==> config.mk <==
export PLATFORM = sky130hd
export DESIGN_NAME = nvsc_host
export DESIGN_NICKNAME = d
export VERILOG_FILES = /design/src/design/nvsc_pkg.sv /design/src/design/nvsc_cyc_if.sv /design/src/design/nvsc_host.sv /design/src/design/nvsc_cycle_engine.sv
export SDC_FILE = /design/constraint.sdc
export NUM_CORES = 1
export LEC_CHECK = 0
export BUFFER_PORTS_ARGS = -buffer_cell sky130_fd_sc_hd__buf_2
export CELL_PAD_IN_SITES_DETAIL_PLACEMENT = 0
export CELL_PAD_IN_SITES_GLOBAL_PLACEMENT = 1
export CORE_MARGIN = 8
export CORE_UTILIZATION = 45
export DETAILED_ROUTE_END_ITERATION = 7
export GPL_TIMING_DRIVEN = 0
export PLACE_DENSITY = 0.86
export SLEW_MARGIN = 20
export SYNTH_ARGS = -nofsm -noshare
export SYNTH_HDL_FRONTEND = slang
export SYNTH_SLANG_ARGS = --single-unit
==> constraint.sdc <==
create_clock -name clk_sys_i -period 6.57 [get_ports clk_sys_i]
set_clock_uncertainty 0.2 [all_clocks]
set_input_delay 0.3285 -clock clk_sys_i [delete_from_list [all_inputs] [get_ports clk_sys_i]]
set_output_delay 0.3285 -clock clk_sys_i [all_outputs]
set_load 0.01 [all_outputs]
==> src/design/nvsc_pkg.sv <==
/*
 * package for the host-side controller of a 32K x 8 nvSRAM with store/recall.
 * assumes a 125 MHz system clock (8 ns period) and the device's asynchronous pins.
 */
package nvsc_pkg;
    localparam int unsigned CLK_PERIOD_PS     = 8000;
    localparam int unsigned ADDR_W            = 15;
    localparam int unsigned DATA_W            = 8;
    // access phase timings in ns, with cycle counts rounded up
    localparam int unsigned T_SETUP_NS        = 8;
    localparam int unsigned T_PULSE_NS        = 56;
    localparam int unsigned T_RECOVER_NS      = 16;
    localparam int unsigned SETUP_CYC  = (T_SETUP_NS * 1000 + CLK_PERIOD_PS - 1) / CLK_PERIOD_PS;
    localparam int unsigned PULSE_CYC  = (T_PULSE_NS * 1000 + CLK_PERIOD_PS - 1) / CLK_PERIOD_PS;
    localparam int unsigned RECOV_CYC  = (T_RECOVER_NS * 1000 + CLK_PERIOD_PS - 1) / CLK_PERIOD_PS;
    // nonvolatile wait times
    localparam int unsigned T_STORE_MS        = 10;
    localparam int unsigned T_RECALL_US       = 20;
    localparam int unsigned T_PWRUP_RECALL_US = 650;
    localparam int unsigned T_RELEASE_NS      = 600;
    localparam int unsigned STORE_CYC   = (T_STORE_MS * 1000000) / (CLK_PERIOD_PS / 1000);
    localparam int unsigned RECALL_CYC  = (T_RECALL_US * 1000) / (CLK_PERIOD_PS / 1000);
    localparam int unsigned PWRUP_CYC   = (T_PWRUP_RECALL_US * 1000) / (CLK_PERIOD_PS / 1000);
    localparam int unsigned RELEASE_CYC = (T_RELEASE_NS * 1000) / CLK_PERIOD_PS;
    localparam int unsigned WAIT_W      = 24;
    // sequence addresses
    localparam logic [ADDR_W-1:0] SEQ_A1    = 15'h0e38;
    localparam logic [ADDR_W-1:0] SEQ_A2    = 15'h31c7;
    localparam logic [ADDR_W-1:0] SEQ_A3    = 15'h03e0;
    localparam logic [ADDR_W-1:0] SEQ_A4    = 15'h3c1f;
    localparam logic [ADDR_W-1:0] SEQ_A5    = 15'h303f;
    localparam logic [ADDR_W-1:0] SEQ_STORE = 15'h0fc0;
    localparam logic [ADDR_W-1:0] SEQ_RECALL= 15'h0c63;
    localparam logic [ADDR_W-1:0] SEQ_TEST  = 15'h339c;
    localparam int unsigned SEQ_LEN = 6;

    typedef enum logic [1:0] {
        NVSC_OP_READ,
        NVSC_OP_WRITE,
        NVSC_OP_STORE,
        NVSC_OP_RECALL
    } nvsc_op_t;
endpackage

==> src/design/nvsc_cyc_if.sv <==
/*
 * carrier between the controller top and its pin-cycle engine.
 * assumes one clock; all signals are synchronous to it.
 */
`timescale 1ns/1ps
`default_nettype none
interface nvsc_cyc_if;
    import nvsc_pkg::*;
    logic              start;
    logic              is_write;
    logic              use_oe;
    logic [ADDR_W-1:0] addr;
    logic [DATA_W-1:0] wdata;
    logic              busy;
    logic              done;
    logic [DATA_W-1:0] rdata;
    modport master (output start, is_write, use_oe, addr, wdata, input busy, done, rdata);
    modport engine (input start, is_write, use_oe, addr, wdata, output busy, done, rdata);
endinterface
`default_nettype wire

==> src/design/nvsc_host.sv <==
/*
 * host controller for a 32K x 8 nvSRAM: plain reads and writes plus
 * software store/recall by the six-read sequence, and power-up wait.
 * assumes a one-clock user side and device pins that are asynchronous.
 */
`timescale 1ns/1ps
`default_nettype none
module nvsc_host
    import nvsc_pkg::*;
(
    input  wire logic                  clk_sys_i,
    input  wire logic                  rst_n_i,
    input  wire logic                  req_valid_i,
    input  wire nvsc_pkg::nvsc_op_t    req_op_i,
    input  wire logic [nvsc_pkg::ADDR_W-1:0] req_addr_i,
    input  wire logic [nvsc_pkg::DATA_W-1:0] req_wdata_i,
    input  wire logic                  req_use_oe_i,
    output logic                       req_ready_o,
    output logic                       rsp_valid_o,
    output logic [nvsc_pkg::DATA_W-1:0] rsp_rdata_o,
    output logic                       nv_busy_o,
    output logic                       ce_n_o,
    output logic                       we_n_o,
    output logic                       oe_n_o,
    output logic [nvsc_pkg::ADDR_W-1:0] address_bus_o,
    output logic [nvsc_pkg::DATA_W-1:0] data_bus_o,
    output logic                       data_bus_oe_o,
    input  wire logic [nvsc_pkg::DATA_W-1:0] data_bus_i
);
    import nvsc_pkg::*;

    typedef enum logic [2:0] {
        NVSC_PWRUP,
        NVSC_IDLE,
        NVSC_ACCESS,
        NVSC_SEQ,
        NVSC_NVWAIT
    } nvsc_state_t;

    nvsc_state_t       st_reg;
    nvsc_op_t          op_reg;
    logic [ADDR_W-1:0] addr_reg;
    logic [DATA_W-1:0] wdata_reg;
    logic              oe_reg;
    logic [2:0]        step_reg;
    logic              issued_reg;
    logic [WAIT_W-1:0] wait_reg;
    logic [DATA_W-1:0] dsync1_reg;
    logic [DATA_W-1:0] dsync2_reg;
    logic [ADDR_W-1:0] seq_addr;

    nvsc_cyc_if cyc ();

    // read data comes off the pins, so two flops before the engine samples it
    always_ff @(posedge clk_sys_i) begin
        if (!rst_n_i) begin
            dsync1_reg <= '0;
            dsync2_reg <= '0;
        end else begin
            dsync1_reg <= data_bus_i;
            dsync2_reg <= dsync1_reg;
        end
    end

    // the whole sequence is reads at a fixed order; msb kept zero as device ignores it
    always_comb begin
        case (step_reg)
            3'd0:    seq_addr = SEQ_A1;
            3'd1:    seq_addr = SEQ_A2;
            3'd2:    seq_addr = SEQ_A3;
            3'd3:    seq_addr = SEQ_A4;
            3'd4:    seq_addr = SEQ_A5;
            default: seq_addr = (op_reg == NVSC_OP_STORE) ? SEQ_STORE : SEQ_RECALL;
        endcase
    end

    always_comb begin
        cyc.start    = 1'b0;
        cyc.is_write = 1'b0;
        cyc.use_oe   = oe_reg;
        cyc.addr     = addr_reg;
        cyc.wdata    = wdata_reg;
        if (st_reg == NVSC_ACCESS && !issued_reg) begin
            cyc.start    = 1'b1;
            cyc.is_write = (op_reg == NVSC_OP_WRITE);
        end else if (st_reg == NVSC_SEQ && !issued_reg) begin
            cyc.start    = 1'b1;
            cyc.is_write = 1'b0; // write enable held high
            cyc.addr     = seq_addr;
        end
    end

    always_ff @(posedge clk_sys_i) begin
        if (!rst_n_i) begin
            st_reg      <= NVSC_PWRUP;
            op_reg      <= NVSC_OP_READ;
            addr_reg    <= '0;
            wdata_reg   <= '0;
            oe_reg      <= 1'b1;
            step_reg    <= 3'd0;
            issued_reg  <= 1'b0;
            // wait out the device's power-up recall before any access
            wait_reg    <= WAIT_W'(PWRUP_CYC);
            req_ready_o <= 1'b0;
            rsp_valid_o <= 1'b0;
            rsp_rdata_o <= '0;
            nv_busy_o   <= 1'b1;
        end else begin
            rsp_valid_o <= 1'b0;
            case (st_reg)
                NVSC_PWRUP: begin
                    if (wait_reg == '0) begin
                        nv_busy_o   <= 1'b0;
                        req_ready_o <= 1'b1;
                        st_reg      <= NVSC_IDLE;
                    end else begin
                        wait_reg <= wait_reg - WAIT_W'(1);
                    end
                end
                NVSC_IDLE: begin
                    if (req_valid_i) begin
                        req_ready_o <= 1'b0;
                        op_reg      <= req_op_i;
                        addr_reg    <= req_addr_i;
                        wdata_reg   <= req_wdata_i;
                        oe_reg      <= req_use_oe_i; // irrelevant to nv start
                        issued_reg  <= 1'b0;
                        step_reg    <= 3'd0;
                        if (req_op_i == NVSC_OP_STORE || req_op_i == NVSC_OP_RECALL) begin
                            nv_busy_o <= 1'b1;
                            st_reg    <= NVSC_SEQ;
                        end else begin
                            st_reg <= NVSC_ACCESS;
                        end
                    end
                end
                NVSC_ACCESS: begin
                    // the engine's busy flag marks the access as taken, so it is issued once
                    issued_reg <= issued_reg | cyc.busy;
                    if (cyc.done) begin
                        rsp_rdata_o <= cyc.rdata;
                        rsp_valid_o <= 1'b1;
                        req_ready_o <= 1'b1;
                        st_reg      <= NVSC_IDLE;
                    end
                end
                NVSC_SEQ: begin
                    // no other access is interleaved, so the sequence is never aborted
                    issued_reg <= issued_reg | cyc.busy;
                    if (cyc.done) begin
                        issued_reg <= 1'b0;
                        if (step_reg == 3'(SEQ_LEN - 1)) begin
                            // device ignores pins until done; wait full max time
                            wait_reg <= (op_reg == NVSC_OP_STORE) ? WAIT_W'(STORE_CYC)
                                                                  : WAIT_W'(RECALL_CYC);
                            st_reg   <= NVSC_NVWAIT;
                        end else begin
                            // first five reads return data but it is discarded
                            step_reg <= step_reg + 3'd1;
                        end
                    end
                end
                NVSC_NVWAIT: begin
                    if (wait_reg == '0) begin
                        rsp_valid_o <= 1'b1;
                        nv_busy_o   <= 1'b0;
                        req_ready_o <= 1'b1;
                        st_reg      <= NVSC_IDLE;
                    end else begin
                        wait_reg <= wait_reg - WAIT_W'(1);
                    end
                end
                default: st_reg <= NVSC_IDLE;
            endcase
        end
    end

    nvsc_cycle_engine u_engine (
        .clk_sys_i   (clk_sys_i),
        .rst_n_i     (rst_n_i),
        .cyc         (cyc),
        .data_sync_i (dsync2_reg),
        .ce_n_o      (ce_n_o),
        .we_n_o      (we_n_o),
        .oe_n_o      (oe_n_o),
        .addr_o      (address_bus_o),
        .data_out_o  (data_bus_o),
        .data_oe_o   (data_bus_oe_o)
    );
endmodule // nvsc_host
`default_nettype wire

==> src/design/nvsc_cycle_engine.sv <==
/*
 * pin cycle engine: runs one chip-enable controlled access on the device pins.
 * assumes the device data bus is returned already synchronised by the top.
 */
`timescale 1ns/1ps
`default_nettype none
module nvsc_cycle_engine
    import nvsc_pkg::*;
(
    input  wire logic              clk_sys_i,
    input  wire logic              rst_n_i,
    nvsc_cyc_if.engine             cyc,
    input  wire logic [DATA_W-1:0] data_sync_i,
    output logic                   ce_n_o,
    output logic                   we_n_o,
    output logic                   oe_n_o,
    output logic [ADDR_W-1:0]      addr_o,
    output logic [DATA_W-1:0]      data_out_o,
    output logic                   data_oe_o
);
    typedef enum logic [1:0] {
        NVSC_CE_IDLE,
        NVSC_CE_SETUP,
        NVSC_CE_PULSE,
        NVSC_CE_RECOV
    } nvsc_ce_t;

    nvsc_ce_t   st_reg;
    logic [3:0] cnt_reg;
    logic       wr_reg;

    always_ff @(posedge clk_sys_i) begin
        if (!rst_n_i) begin
            st_reg     <= NVSC_CE_IDLE;
            cnt_reg    <= 4'h0;
            wr_reg     <= 1'b0;
            ce_n_o     <= 1'b1;
            we_n_o     <= 1'b1;
            oe_n_o     <= 1'b1;
            addr_o     <= '0;
            data_out_o <= '0;
            data_oe_o  <= 1'b0;
            cyc.done   <= 1'b0;
            cyc.rdata  <= '0;
        end else begin
            cyc.done <= 1'b0;
            case (st_reg)
                NVSC_CE_IDLE: begin
                    if (cyc.start) begin
                        addr_o     <= cyc.addr;
                        data_out_o <= cyc.wdata;
                        wr_reg     <= cyc.is_write;
                        data_oe_o  <= cyc.is_write;
                        // write enable drops before chip enable so outputs stay off
                        we_n_o     <= ~cyc.is_write;
                        cnt_reg    <= 4'(SETUP_CYC);
                        st_reg     <= NVSC_CE_SETUP;
                    end
                end
                NVSC_CE_SETUP: begin
                    if (cnt_reg <= 4'h1) begin
                        ce_n_o  <= 1'b0; // one low pulse per access
                        oe_n_o  <= wr_reg | ~cyc.use_oe;
                        cnt_reg <= 4'(PULSE_CYC);
                        st_reg  <= NVSC_CE_PULSE;
                    end else begin
                        cnt_reg <= cnt_reg - 4'h1;
                    end
                end
                NVSC_CE_PULSE: begin
                    if (cnt_reg <= 4'h1) begin
                        // pulse exceeds access time, so read data is valid here
                        cyc.rdata <= data_sync_i;
                        ce_n_o    <= 1'b1;
                        oe_n_o    <= 1'b1;
                        cnt_reg   <= 4'(RECOV_CYC);
                        st_reg    <= NVSC_CE_RECOV;
                    end else begin
                        cnt_reg <= cnt_reg - 4'h1;
                    end
                end
                NVSC_CE_RECOV: begin
                    we_n_o    <= 1'b1;
                    data_oe_o <= 1'b0;
                    if (cnt_reg <= 4'h1) begin
                        cyc.done <= 1'b1;
                        st_reg   <= NVSC_CE_IDLE;
                    end else begin
                        cnt_reg <= cnt_reg - 4'h1;
                    end
                end
                default: st_reg <= NVSC_CE_IDLE;
            endcase
        end
    end

    assign cyc.busy = (st_reg != NVSC_CE_IDLE) | cyc.start;
endmodule // nvsc_cycle_engine
`default_nettype wire

==> summary.txt, run 1 <==
syn avg cell area -> 8.20 um2
Ys Warns -> 0
most frequent cells in the layout -> 131 x nand2_1, 127 x dfxtp_1, 103 x a21oi_1, 75 x buf_2, 41 x nor2_1
Die X -> 127 um
top cell type's share of synthesized area -> 45.9%
RSZ-0062 raised after global routing -> no
detailed placer's ending HPWL -> 11.4 mm
Seq cells post-synth -> 127
GRT Total Usage -> 20.2%
vias in the first global route -> 5097
TritonCTS Buffers -> 17
Yosys cell types -> 69
drt first pass iters -> 8
Crit Path Max Fanout -> 10
Final Max Tran Viols -> 0
# diodes -> 0
Least-Margin Pin Slew -> 1110 ps
fin crit share -> 41.1%
placed cell area -> 6090 um2
post-CTS resize count -> 0
Power Dens Cells -> 329 nW/um2
DR vias/cell -> 5.60
Initial DRC Count -> 553
Register Area -> 2540 um2
number of synthesized flops with an enable pin -> 0
pre-CTS setup slack -> 3940 ps
Skew-Pair Late Insertion Delay -> 420 ps
FILL cells -> 1105
P_int -> 0.00159 W
Final GP Congestion -> 0.930
Antenna Nets Post-Route -> 0
CTS H-Tree Depth -> 4
Net Sw Frac -> 31.2%
Die Span Y -> 127 um
FF-to-FF setup slack -> 3870 ps
syn_nets -> 726
P_leak -> 2.70 nW
startpoint types -> register
Die ar. -> 16100 um2
Worst EP arrival -> 2810 ps
Slew HR -> 25.3%
Finished Cell Area -> 7010 um2
Reg power frac -> 38.9%
DR WL/cell -> 17.2 um
Worst setup EP type -> register
CP required -> 6680 ps
Reg clk slew, reported paths -> 60 ps
Min-Delay Path Class -> input pin to register
Peak Freq -> 0.371 GHz
final-stage net count -> 852
VDD IR max -> 0.247 mV
outcome -> finished with violations
synthesized area -> 5540 um2
CTS tree -> built
largest area contributor in the netlist -> dfxtp_1
largest net degree at the start of global routing -> 17
Core ar. -> 12000 um2
ys async rst share -> 0%
setup violators final -> 0
clock sinks -> 127
Setup WS post-layout -> 3870 ps
first-pass GRT wire length -> 25.7 mm
worst hold slack -> 182 ps
Ports -> 75
total grt overflow -> 0
Fin Setup TNS -> 0 ps
Switch Pwr -> 0.000720 W
# port buffers -> 73
footprint of the multi-input gates -> 2770 um2
Initial Utilization -> 46.2%
Area growth, synth to finish -> 26.5%
initial antenna violation count -> 0
Synth Flop Type -> dfxtp_1
Mapped Cells -> 676
clock power share -> 40.1%
row count -> 40
Final Hold Viols -> 0
post-synthesis sequential area ratio -> 45.9%
Max clock buf depth -> 2
most common cell after layout, fill and taps aside -> nand2_1
WS Path Type -> register to register
post-route minimum period -> 2700 ps
Residual DRC -> 1
maxcap violations -> 0
root buf cell -> clkbuf_16
max reg flops -> 24
failing checks -> DRC
Final Util -> 58.4%
ranking of synthesized cells by area -> dfxtp_1 46%, a21oi_1 9.3%, nand2_1 8.9%, ha_1 2.9%, nor2_1 2.8%
share of cells above drive strength 1 -> 15.6%
Via Count -> 5381
Combinational Power Share -> 21.1%
drt total wl -> 16.5 mm
==> cell families (layout without fill, tap and decap cells) <==
| logic type | Yosys count | count (layout) | synth area share, % |
|---|---|---|---|
| and+or+nand+nor | 270 | 270 | 23.4 |
| DFF | 127 | 127 | 45.9 |
| AOI/OAI and AO/OA | 194 | 194 | 21.4 |
| adders and majority gates | 13 | 13 | 2.93 |
| xor gates and xnor gates | 1 | 1 | 0.158 |
| muxes | 11 | 11 | 1.99 |
| buffers and inverters | 60 | 198 | 4.27 |
==> worst paths after layout <==
path	startpoint	depth (start not counted)	to
setup / recovery	st_reg[2]$_SDFFE_PN0P_	6	wait_reg[19]$_SDFFE_PN0P_
hold / removal	req_valid_i	4	issued_reg$_SDFFE_PN0P_
setup reg to reg	st_reg[2]$_SDFFE_PN0P_	6	wait_reg[19]$_SDFFE_PN0P_
hold reg to reg	dsync1_reg[6]$_SDFF_PN0_	1	dsync2_reg[6]$_SDFF_PN0_
==> power groups by stage <==
stage	clock, W	sequential (W)	combinational, W
after floorplan	0	0.000904	0.000329
after global placement	0	0.000909	0.000449
after detailed placement	0	0.000910	0.000462
after CTS	0.000938	0.000895	0.000479
after global routing	0.000972	0.000905	0.000528
final	0.000925	0.000898	0.000486
==> per-stage QoR <==
stage	total power, W	instances
6_report	0.00231	961
5_1_grt	0.00241	961
4_1_cts	0.00231	961
3_5_place_dp	0.00137	896
3_3_place_gp	0.00136	896
2_1_floorplan	0.00123	676
==> Yosys cell counts, types with 3 or more instances <==
| cell type | n |
|---|---|
| clkbuf_1 | 34 |
| o211ai_1 | 6 |
| o21a_1 | 4 |
| o2111ai_1 | 3 |
| o21ai_0 | 23 |
| nor3_1 | 10 |
| nand3_1 | 17 |
| o32a_1 | 3 |
| a211oi_1 | 3 |
| o32ai_1 | 3 |
| or3_1 | 11 |
| a31oi_1 | 7 |
| inv_1 | 20 |
| dfxtp_1 | 127 |
| nor2_1 | 41 |
| nand2_1 | 131 |
| or2_2 | 3 |
| and2_1 | 19 |
| nor3_2 | 3 |
| o22ai_1 | 4 |
| nor2b_1 | 4 |
| o21ai_1 | 10 |
| mux2i_1 | 11 |
| ha_1 | 13 |
| nor4_1 | 5 |
| nand2b_1 | 6 |
| a21oi_1 | 103 |
==> per-layer routing <==
| layer | routed length (um) | vias to the layer above | track usage [%] |
|---|---|---|---|
| li1 | - | 2622 | - |
| met1 | 7310 | 2564 | 24.4 |
| met2 | 8030 | 165 | 33.2 |
| met3 | 894 | 30 | 6.07 |
| met4 | 280 | 0 | 7.21 |
| met5 | 0 | - | 0 |
==> cell type report <==
class	count	share of cell area (%)
tap	147	2.62
multi-input combinational	489	39.4
sequential	127	36.2
buffer	40	2.30
inverter	20	1.07
timing repair buffer	107	10.1
clock buffer	18	6.26
clock inverter	13	2.02
==> what timing repair did <==
item / CTS / global route
hold buffers: 34 / 0
buffers inserted: 0 / 0
hold endpoints to repair: 34 / 0
==> critical path, stage by stage (launching register included) <==
cell	delay [ps]
dfxtp_1	300
clkbuf_1	190
nand3b_1	340
nor3_2	670
clkbuf_1	480
o2111ai_1	230
mux2i_1	160
(Power assumes the default switching activity.)
==> run 2: changes to the inputs <==
- CORE_UTILIZATION: 45 -> 38
- PLACE_DENSITY: 0.86 -> 0.78
- clock period: 6.57 -> 2.2 ns (I/O delays scaled with it)
==> summary.txt, run 2 (synthesis results as in run 1) <==
outcome -> finished with violations
failing checks -> setup timing
fin crit share -> 101% (+60 points)
Initial DRC Count -> 508 (-8.1%)
Crit Path Max Fanout -> 4 (-6)
Slew HR -> 54.0% (+29 points)
setup violators final -> 1 (+1)
Reg clk slew, reported paths -> 50 ps (about the same)
Die Span Y -> 137 um (+7.7%)
detailed placer's ending HPWL -> 11.6 mm (+1.8%)
CP max-delay cell -> or4b_4
Peak Freq -> 0.450 GHz (+22%)
Worst EP arrival -> 2330 ps (-480 ps)
TritonCTS Buffers -> 17 (unchanged)
drt total wl -> 17.3 mm (+5.0%)
Fin Setup TNS -> -19.9 ps (-19.9 ps)
Final GP Congestion -> 0.895 (-3.7%)
max reg flops -> 24 (unchanged)
GRT Total Usage -> 18.5% (-1.7 points)
crit-path max cell delay -> 520 ps (-150 ps)
clock sinks -> 127 (unchanged)
initial antenna violation count -> 0 (unchanged)
Antenna Nets Post-Route -> 0 (unchanged)
startpoint types -> register
Final Hold Viols -> 0 (unchanged)
FF-to-FF setup slack -> -20 ps (-3890 ps)
final-stage net count -> 871 (+2.2%)
CTS H-Tree Depth -> 4 (unchanged)
Max clock buf depth -> 2 (unchanged)
total grt overflow -> 0 (unchanged)
placed cell area -> 6140 um2 (+0.76%)
VDD IR max -> 0.568 mV (+130%)
Least-Margin Pin Slew -> 686 ps (-426 ps)
drt first pass iters -> 6 (-2)
Worst setup EP type -> register
worst path buffer plus inverter count -> 2 (unchanged)
CTS tree -> built
maxcap violations -> 0 (unchanged)
Ports -> 75 (unchanged)
Finished Cell Area -> 7570 um2 (+8.0%)
Core ar. -> 14400 um2 (+20%)
most common cell after layout, fill and taps aside -> nand2_1
RSZ-0062 raised after global routing -> yes
first-pass GRT wire length -> 26.8 mm (+4.5%)
largest net degree at the start of global routing -> 17 (unchanged)
Min-Delay Path Class -> input pin to register
Setup WS post-layout -> -19.9 ps (-3890 ps)
Residual DRC -> 0 (-1)
Final Max Tran Viols -> 0 (unchanged)
Power Dens Cells -> 976 nW/um2 (+200%)
root buf cell -> clkbuf_16
Skew-Pair Late Insertion Delay -> 420 ps (about the same)
delay-heaviest family, CP -> simple AND/OR/NAND/NOR gates
# diodes -> 0 (unchanged)
Initial Utilization -> 38.6% (-7.6 points)
crit path cell chain -> inv_2, ha_4, or4b_4, nor4_4, buf_4, a31oi_1, o32a_1
WS Path Type -> register to register
Die ar. -> 18700 um2 (+16%)
Die X -> 137 um (+7.7%)
P_leak -> 2.95 nW (+9.4%)
vias in the first global route -> 5174 (+1.5%)
most frequent cells in the layout -> 128 x nand2_1, 123 x dfxtp_1, 100 x a21oi_1, 73 x buf_2, 37 x nor2_1
Via Count -> 5502 (+2.2%)
DR WL/cell -> 17.0 um (-0.89%)
Area growth, synth to finish -> 36.6%
# port buffers -> 73 (unchanged)
share of cells above drive strength 1 -> 23.1% (+7.5 points)
DR vias/cell -> 5.40 (-3.5%)
row count -> 44 (+10%)
CP required -> 2310 ps (-4370 ps)
Final Util -> 52.7% (-5.7 points)
post-route minimum period -> 2220 ps (-478 ps)
[run 2: power breakdown]
part	switching (W)	internal, W	total, W
Clock	0.00103	0.00198	0.00301
Sequential	0.000208	0.00251	0.00271
Combinational	0.000982	0.000683	0.00166
[run 2: what timing repair did]
item,CTS,global route
hold buffers,35,0
setup endpoints to repair,63,70
gates resized for setup,40,44
pin swaps,11,11
hold endpoints to repair,37,0
setup buffers,10,10
[run 2: path summary, 6_finish.rpt]
| kind | start | endpoint | cells past startpoint |
|---|---|---|---|
| max | wait_reg[0]$_SDFFE_PN0P_ | wait_reg[16]$_SDFFE_PN1P_ | 7 |
| min | rst_n_i | wait_reg[0]$_SDFFE_PN0P_ | 3 |
| max reg2reg | wait_reg[0]$_SDFFE_PN0P_ | wait_reg[16]$_SDFFE_PN1P_ | 7 |
| min reg2reg | dsync1_reg[2]$_SDFF_PN0_ | dsync2_reg[2]$_SDFF_PN0_ | 1 |
[run 2: tightest hold or removal path: cells and delay by family]
family	cells	cell delay, ps
simple gates	2	280
buf+inv	1	240
[run 2: routing by layer]
metal	part of all wire [%]	GRT usage, %	vias to the layer above
li1	-	-	2671
met1	43	22.5	2598
met2	49	30.4	200
met3	6.0	4.19	33
met4	2.2	8.57	0
met5	0	0	-
[run 2: through the flow]
stage	total power, W	hold WS (ps)	setup slack, ps	instances
2_1_floorplan	0.00368	34.2	22.5	676
3_3_place_gp	0.00406	115	-459	933
3_5_place_dp	0.00410	121	-452	933
4_1_cts	0.00726	0.404	-4.60	1009
5_1_grt	0.00774	36.1	-68.4	1018
6_report	0.00739	54.9	-19.9	1018
[run 2: final cells by class]
type                            instances  area (um2)
Buffer                                 38         196
Clock buffer                           22         474
Clock inverter                         10         159
Fill cell                            1321        6800
Inverter                               20        75.1
Multi-Input combinational cell        489        3010
Sequential cell                       127        2550
Tap cell                              184         230
Timing Repair Buffer                  128         878
==> run 3: changes to the inputs <==
- ABC_AREA: default -> 1
- CORE_UTILIZATION: 38 -> 37
==> summary.txt, run 3 <==
Fin Setup TNS -> 0 ps (+19.9 ps)
Final Util -> 47.8% (-4.9 points)
Initial DRC Count -> 330 (-35%)
clock sinks -> 127 (unchanged)
ys async rst share -> 0% (unchanged)
placed cell area -> 6240 um2 (+1.6%)
Worst Setup EP -> wait_reg[6]$_SDFFE_PN1P_
Finished Cell Area -> 7180 um2 (-5.1%)
detailed placer's ending HPWL -> 11.5 mm (-0.91%)
startpoint types -> register
Combinational Power Share -> 13.7% (-8.8 points)
Ys Warns -> 0 (unchanged)
post-route minimum period -> 2010 ps (-209 ps)
Post-Layout Cell Count -> 1113 (+9.3%)
Placed Cells -> 1044 (+12%)
maxcap violations -> 0 (unchanged)
Synth Flop Type -> dfxtp_1
Die X -> 139 um (+1.9%)
Die Span Y -> 139 um (+1.9%)
CP max-delay cell -> dfxtp_1
Peak Freq -> 0.497 GHz (+10%)
setup violators final -> 0 (-1)
# diodes -> 0 (unchanged)
reg2reg end -> wait_reg[6]$_SDFFE_PN1P_
reg-to-reg startpoint -> wait_reg[0]$_SDFFE_PN0P_
synthesized area -> 5630 um2 (+1.6%)
total grt overflow -> 0 (unchanged)
CTS H-Tree Depth -> 4 (unchanged)
most frequent cells in the layout -> 142 x nor2_1, 138 x nand2_1, 127 x dfxtp_1, 82 x buf_2, 80 x o21ai_0
WS Path Type -> register to register
worst path buffer plus inverter count -> 2 (unchanged)
CP required -> 2270 ps (-40 ps)
Final Hold Viols -> 0 (unchanged)
HP Start -> req_valid_i
TritonCTS Buffers -> 17 (unchanged)
Final GP Congestion -> 0.873 (-2.5%)
share of cells above drive strength 1 -> 15.2% (-7.9 points)
cell depth of the worst setup path -> 10 (+3)
Least-Margin Pin Slew -> 771 ps (+84.8 ps)
post-synthesis sequential area ratio -> 45.1% (-0.71 points)
Switch Pwr -> 0.00179 W (-19%)
number of synthesized flops with an enable pin -> 0 (unchanged)
Min-Delay Path Class -> input pin to register
root buf cell -> clkbuf_16
Skew-Pair Late Insertion Delay -> 420 ps (about the same)
R2R cell count -> 10 (+3)
# port buffers -> 74 (+1.4%)
largest area contributor in the netlist -> dfxtp_1
initial antenna violation count -> 0 (unchanged)
outcome -> finished clean
largest net degree at the start of global routing -> 17 (unchanged)
top cell type's share of synthesized area -> 45.1% (-0.71 points)
delay-heaviest family, CP -> simple AND/OR/NAND/NOR gates
CTS tree -> built
Reg clk slew, reported paths -> 60 ps (about the same)
GRT Total Usage -> 16.9% (-1.5 points)
DR vias/cell -> 4.82 (-11%)
syn_nets -> 832 (+15%)
synth cell count leaders -> 143 x nor2_1, 138 x nand2_1, 127 x dfxtp_1
Area growth, synth to finish -> 27.6%
fin crit share -> 91.4% (-9.5 points)
drt total wl -> 16.1 mm (-6.9%)
Final Max Tran Viols -> 0 (unchanged)
Net Sw Frac -> 29.6% (-0.41 points)
row count -> 45 (+2.3%)
RSZ-0062 raised after global routing -> no
Power Dens Cells -> 840 nW/um2 (-14%)
Residual DRC -> 0 (unchanged)
Via Count -> 5368 (-2.4%)
Slew HR -> 48.6% (-5.4 points)
crit path cell chain -> inv_1, ha_2, nand2_2, nor2_4, nand4_4, nand2_2, nor2_4, buf_4, o21ai_0, nand3_1
Reg power frac -> 41.4% (+4.7 points)
clock power share -> 45.0% (+4.3 points)
first-pass GRT wire length -> 26.5 mm (-1.5%)
Mapped Cells -> 782 (+16%)
crit-path max cell delay -> 320 ps (-200 ps)
Setup crit start -> wait_reg[0]$_SDFFE_PN0P_
Worst EP arrival -> 2090 ps (-240 ps)
Max clock buf depth -> 2 (unchanged)
ranking of synthesized cells by area -> dfxtp_1 45%, nor2_1 9.5%, nand2_1 9.2%, o21ai_0 7.1%, a21oi_1 6.2%
FF-to-FF setup slack -> 190 ps (+210 ps)
max reg flops -> 24 (unchanged)
Seq cells post-synth -> 127 (unchanged)
syn avg cell area -> 7.20 um2 (-12%)
final-stage net count -> 962 (+10%)
Core ar. -> 15000 um2 (+4.6%)
Yosys cell types -> 34 (-51%)
Antenna Nets Post-Route -> 0 (unchanged)
Crit Path Max Fanout -> 10 (+6)
most common cell after layout, fill and taps aside -> nor2_1
DR WL/cell -> 14.5 um (-15%)
Initial Utilization -> 37.5% (-1.1 points)
count leader, synth -> nor2_1
P_leak -> 3.24 nW (+9.7%)
VDD IR max -> 0.745 mV (+31%)
vias in the first global route -> 5245 (+1.4%)
Ports -> 75 (unchanged)
Die ar. -> 19400 um2 (+3.8%)
Worst setup EP type -> register
worst hold slack -> 37.3 ps (-17.6 ps)
P_int -> 0.00425 W (-18%)
drt first pass iters -> 5 (-1)
run 3: cell count changes after synthesis, sizes merged, moves of 16 or more:
cell    change
a21oi      -33
and2       -19
clkbuf     -16
inv        +63
nand3      +16
nor2      +105
o21ai      +50
run 3: how the worst min path moves through the flow:
stage,depth (start not counted),endpoint
floorplan,2,dsync1_reg[0]$_SDFF_PN0_
global placement,3,dsync1_reg[2]$_SDFF_PN0_
detailed placement,3,dsync1_reg[5]$_SDFF_PN0_
CTS,7,req_ready_o$_SDFFE_PN0P_
global route,7,req_ready_o$_SDFFE_PN0P_
finish,7,req_ready_o$_SDFFE_PN0P_
run 3: power by group through the flow:
stage | registers, W | logic, W | clock network [W]
4_1_cts | 0.00250 | 0.000796 | 0.00276
3_3_place_gp | 0.00255 | 0.000739 | 0
6_report | 0.00250 | 0.000825 | 0.00272
3_5_place_dp | 0.00255 | 0.000742 | 0
2_1_floorplan | 0.00254 | 0.000533 | 0
5_1_grt | 0.00251 | 0.000930 | 0.00287
run 3: layout make-up:
class	instances	area, um2
Timing Repair Buffer	111	736
Clock inverter	15	140
Sequential cell	127	2540
Tap cell	188	235
Multi-Input combinational cell	540	2650
Buffer	31	141
Inverter	84	315
Fill cell	1492	7850
Clock buffer	17	425
run 3: logic make-up after synthesis:
| kind of cell | share of synthesized area, % |
|---|---|
| AND/OR/NAND/NOR | 25.5 |
| adder cells (fa/ha/maj) | 2.89 |
| flip-flops | 45.1 |
| XOR/XNOR | 1.71 |
| AO/OA/AOI/OAI | 16.7 |
| buffers and inverters | 8.11 |
run 3: worst reg2reg max path, stage by stage, from the launching register on:
cell and delay (ps):
dfxtp_1 320, inv_1 120, ha_2 270, nand2_2 130, nor2_4 150, nand4_4 160
nand2_2 120, nor2_4 50, buf_4 170, o21ai_0 90, nand3_1 80
run 3: per-layer routing:
layer	global-route usage [%]	wire length [um]	vias up
met5	0	0	-
met4	6.12	184	0
met3	3.83	766	14
met2	28.7	7760	113
met1	20.6	7430	2442
li1	-	-	2799
run 3: timing repair:
action | 4_1_cts | 5_1_grt
hold endpoints to repair | 36 | 0
buffers inserted | 0 | 2
setup endpoints to repair | 0 | 38
resized for setup | 0 | 4
hold buffers | 35 | 0
run 3: stage by stage:
stage                     power (W)  setup slack [ps]
after detailed placement    0.00329              33.4
after CTS                   0.00606              24.3
final                       0.00604               189
after global routing        0.00631              19.7
after floorplan             0.00307               382
after global placement      0.00329              23.2
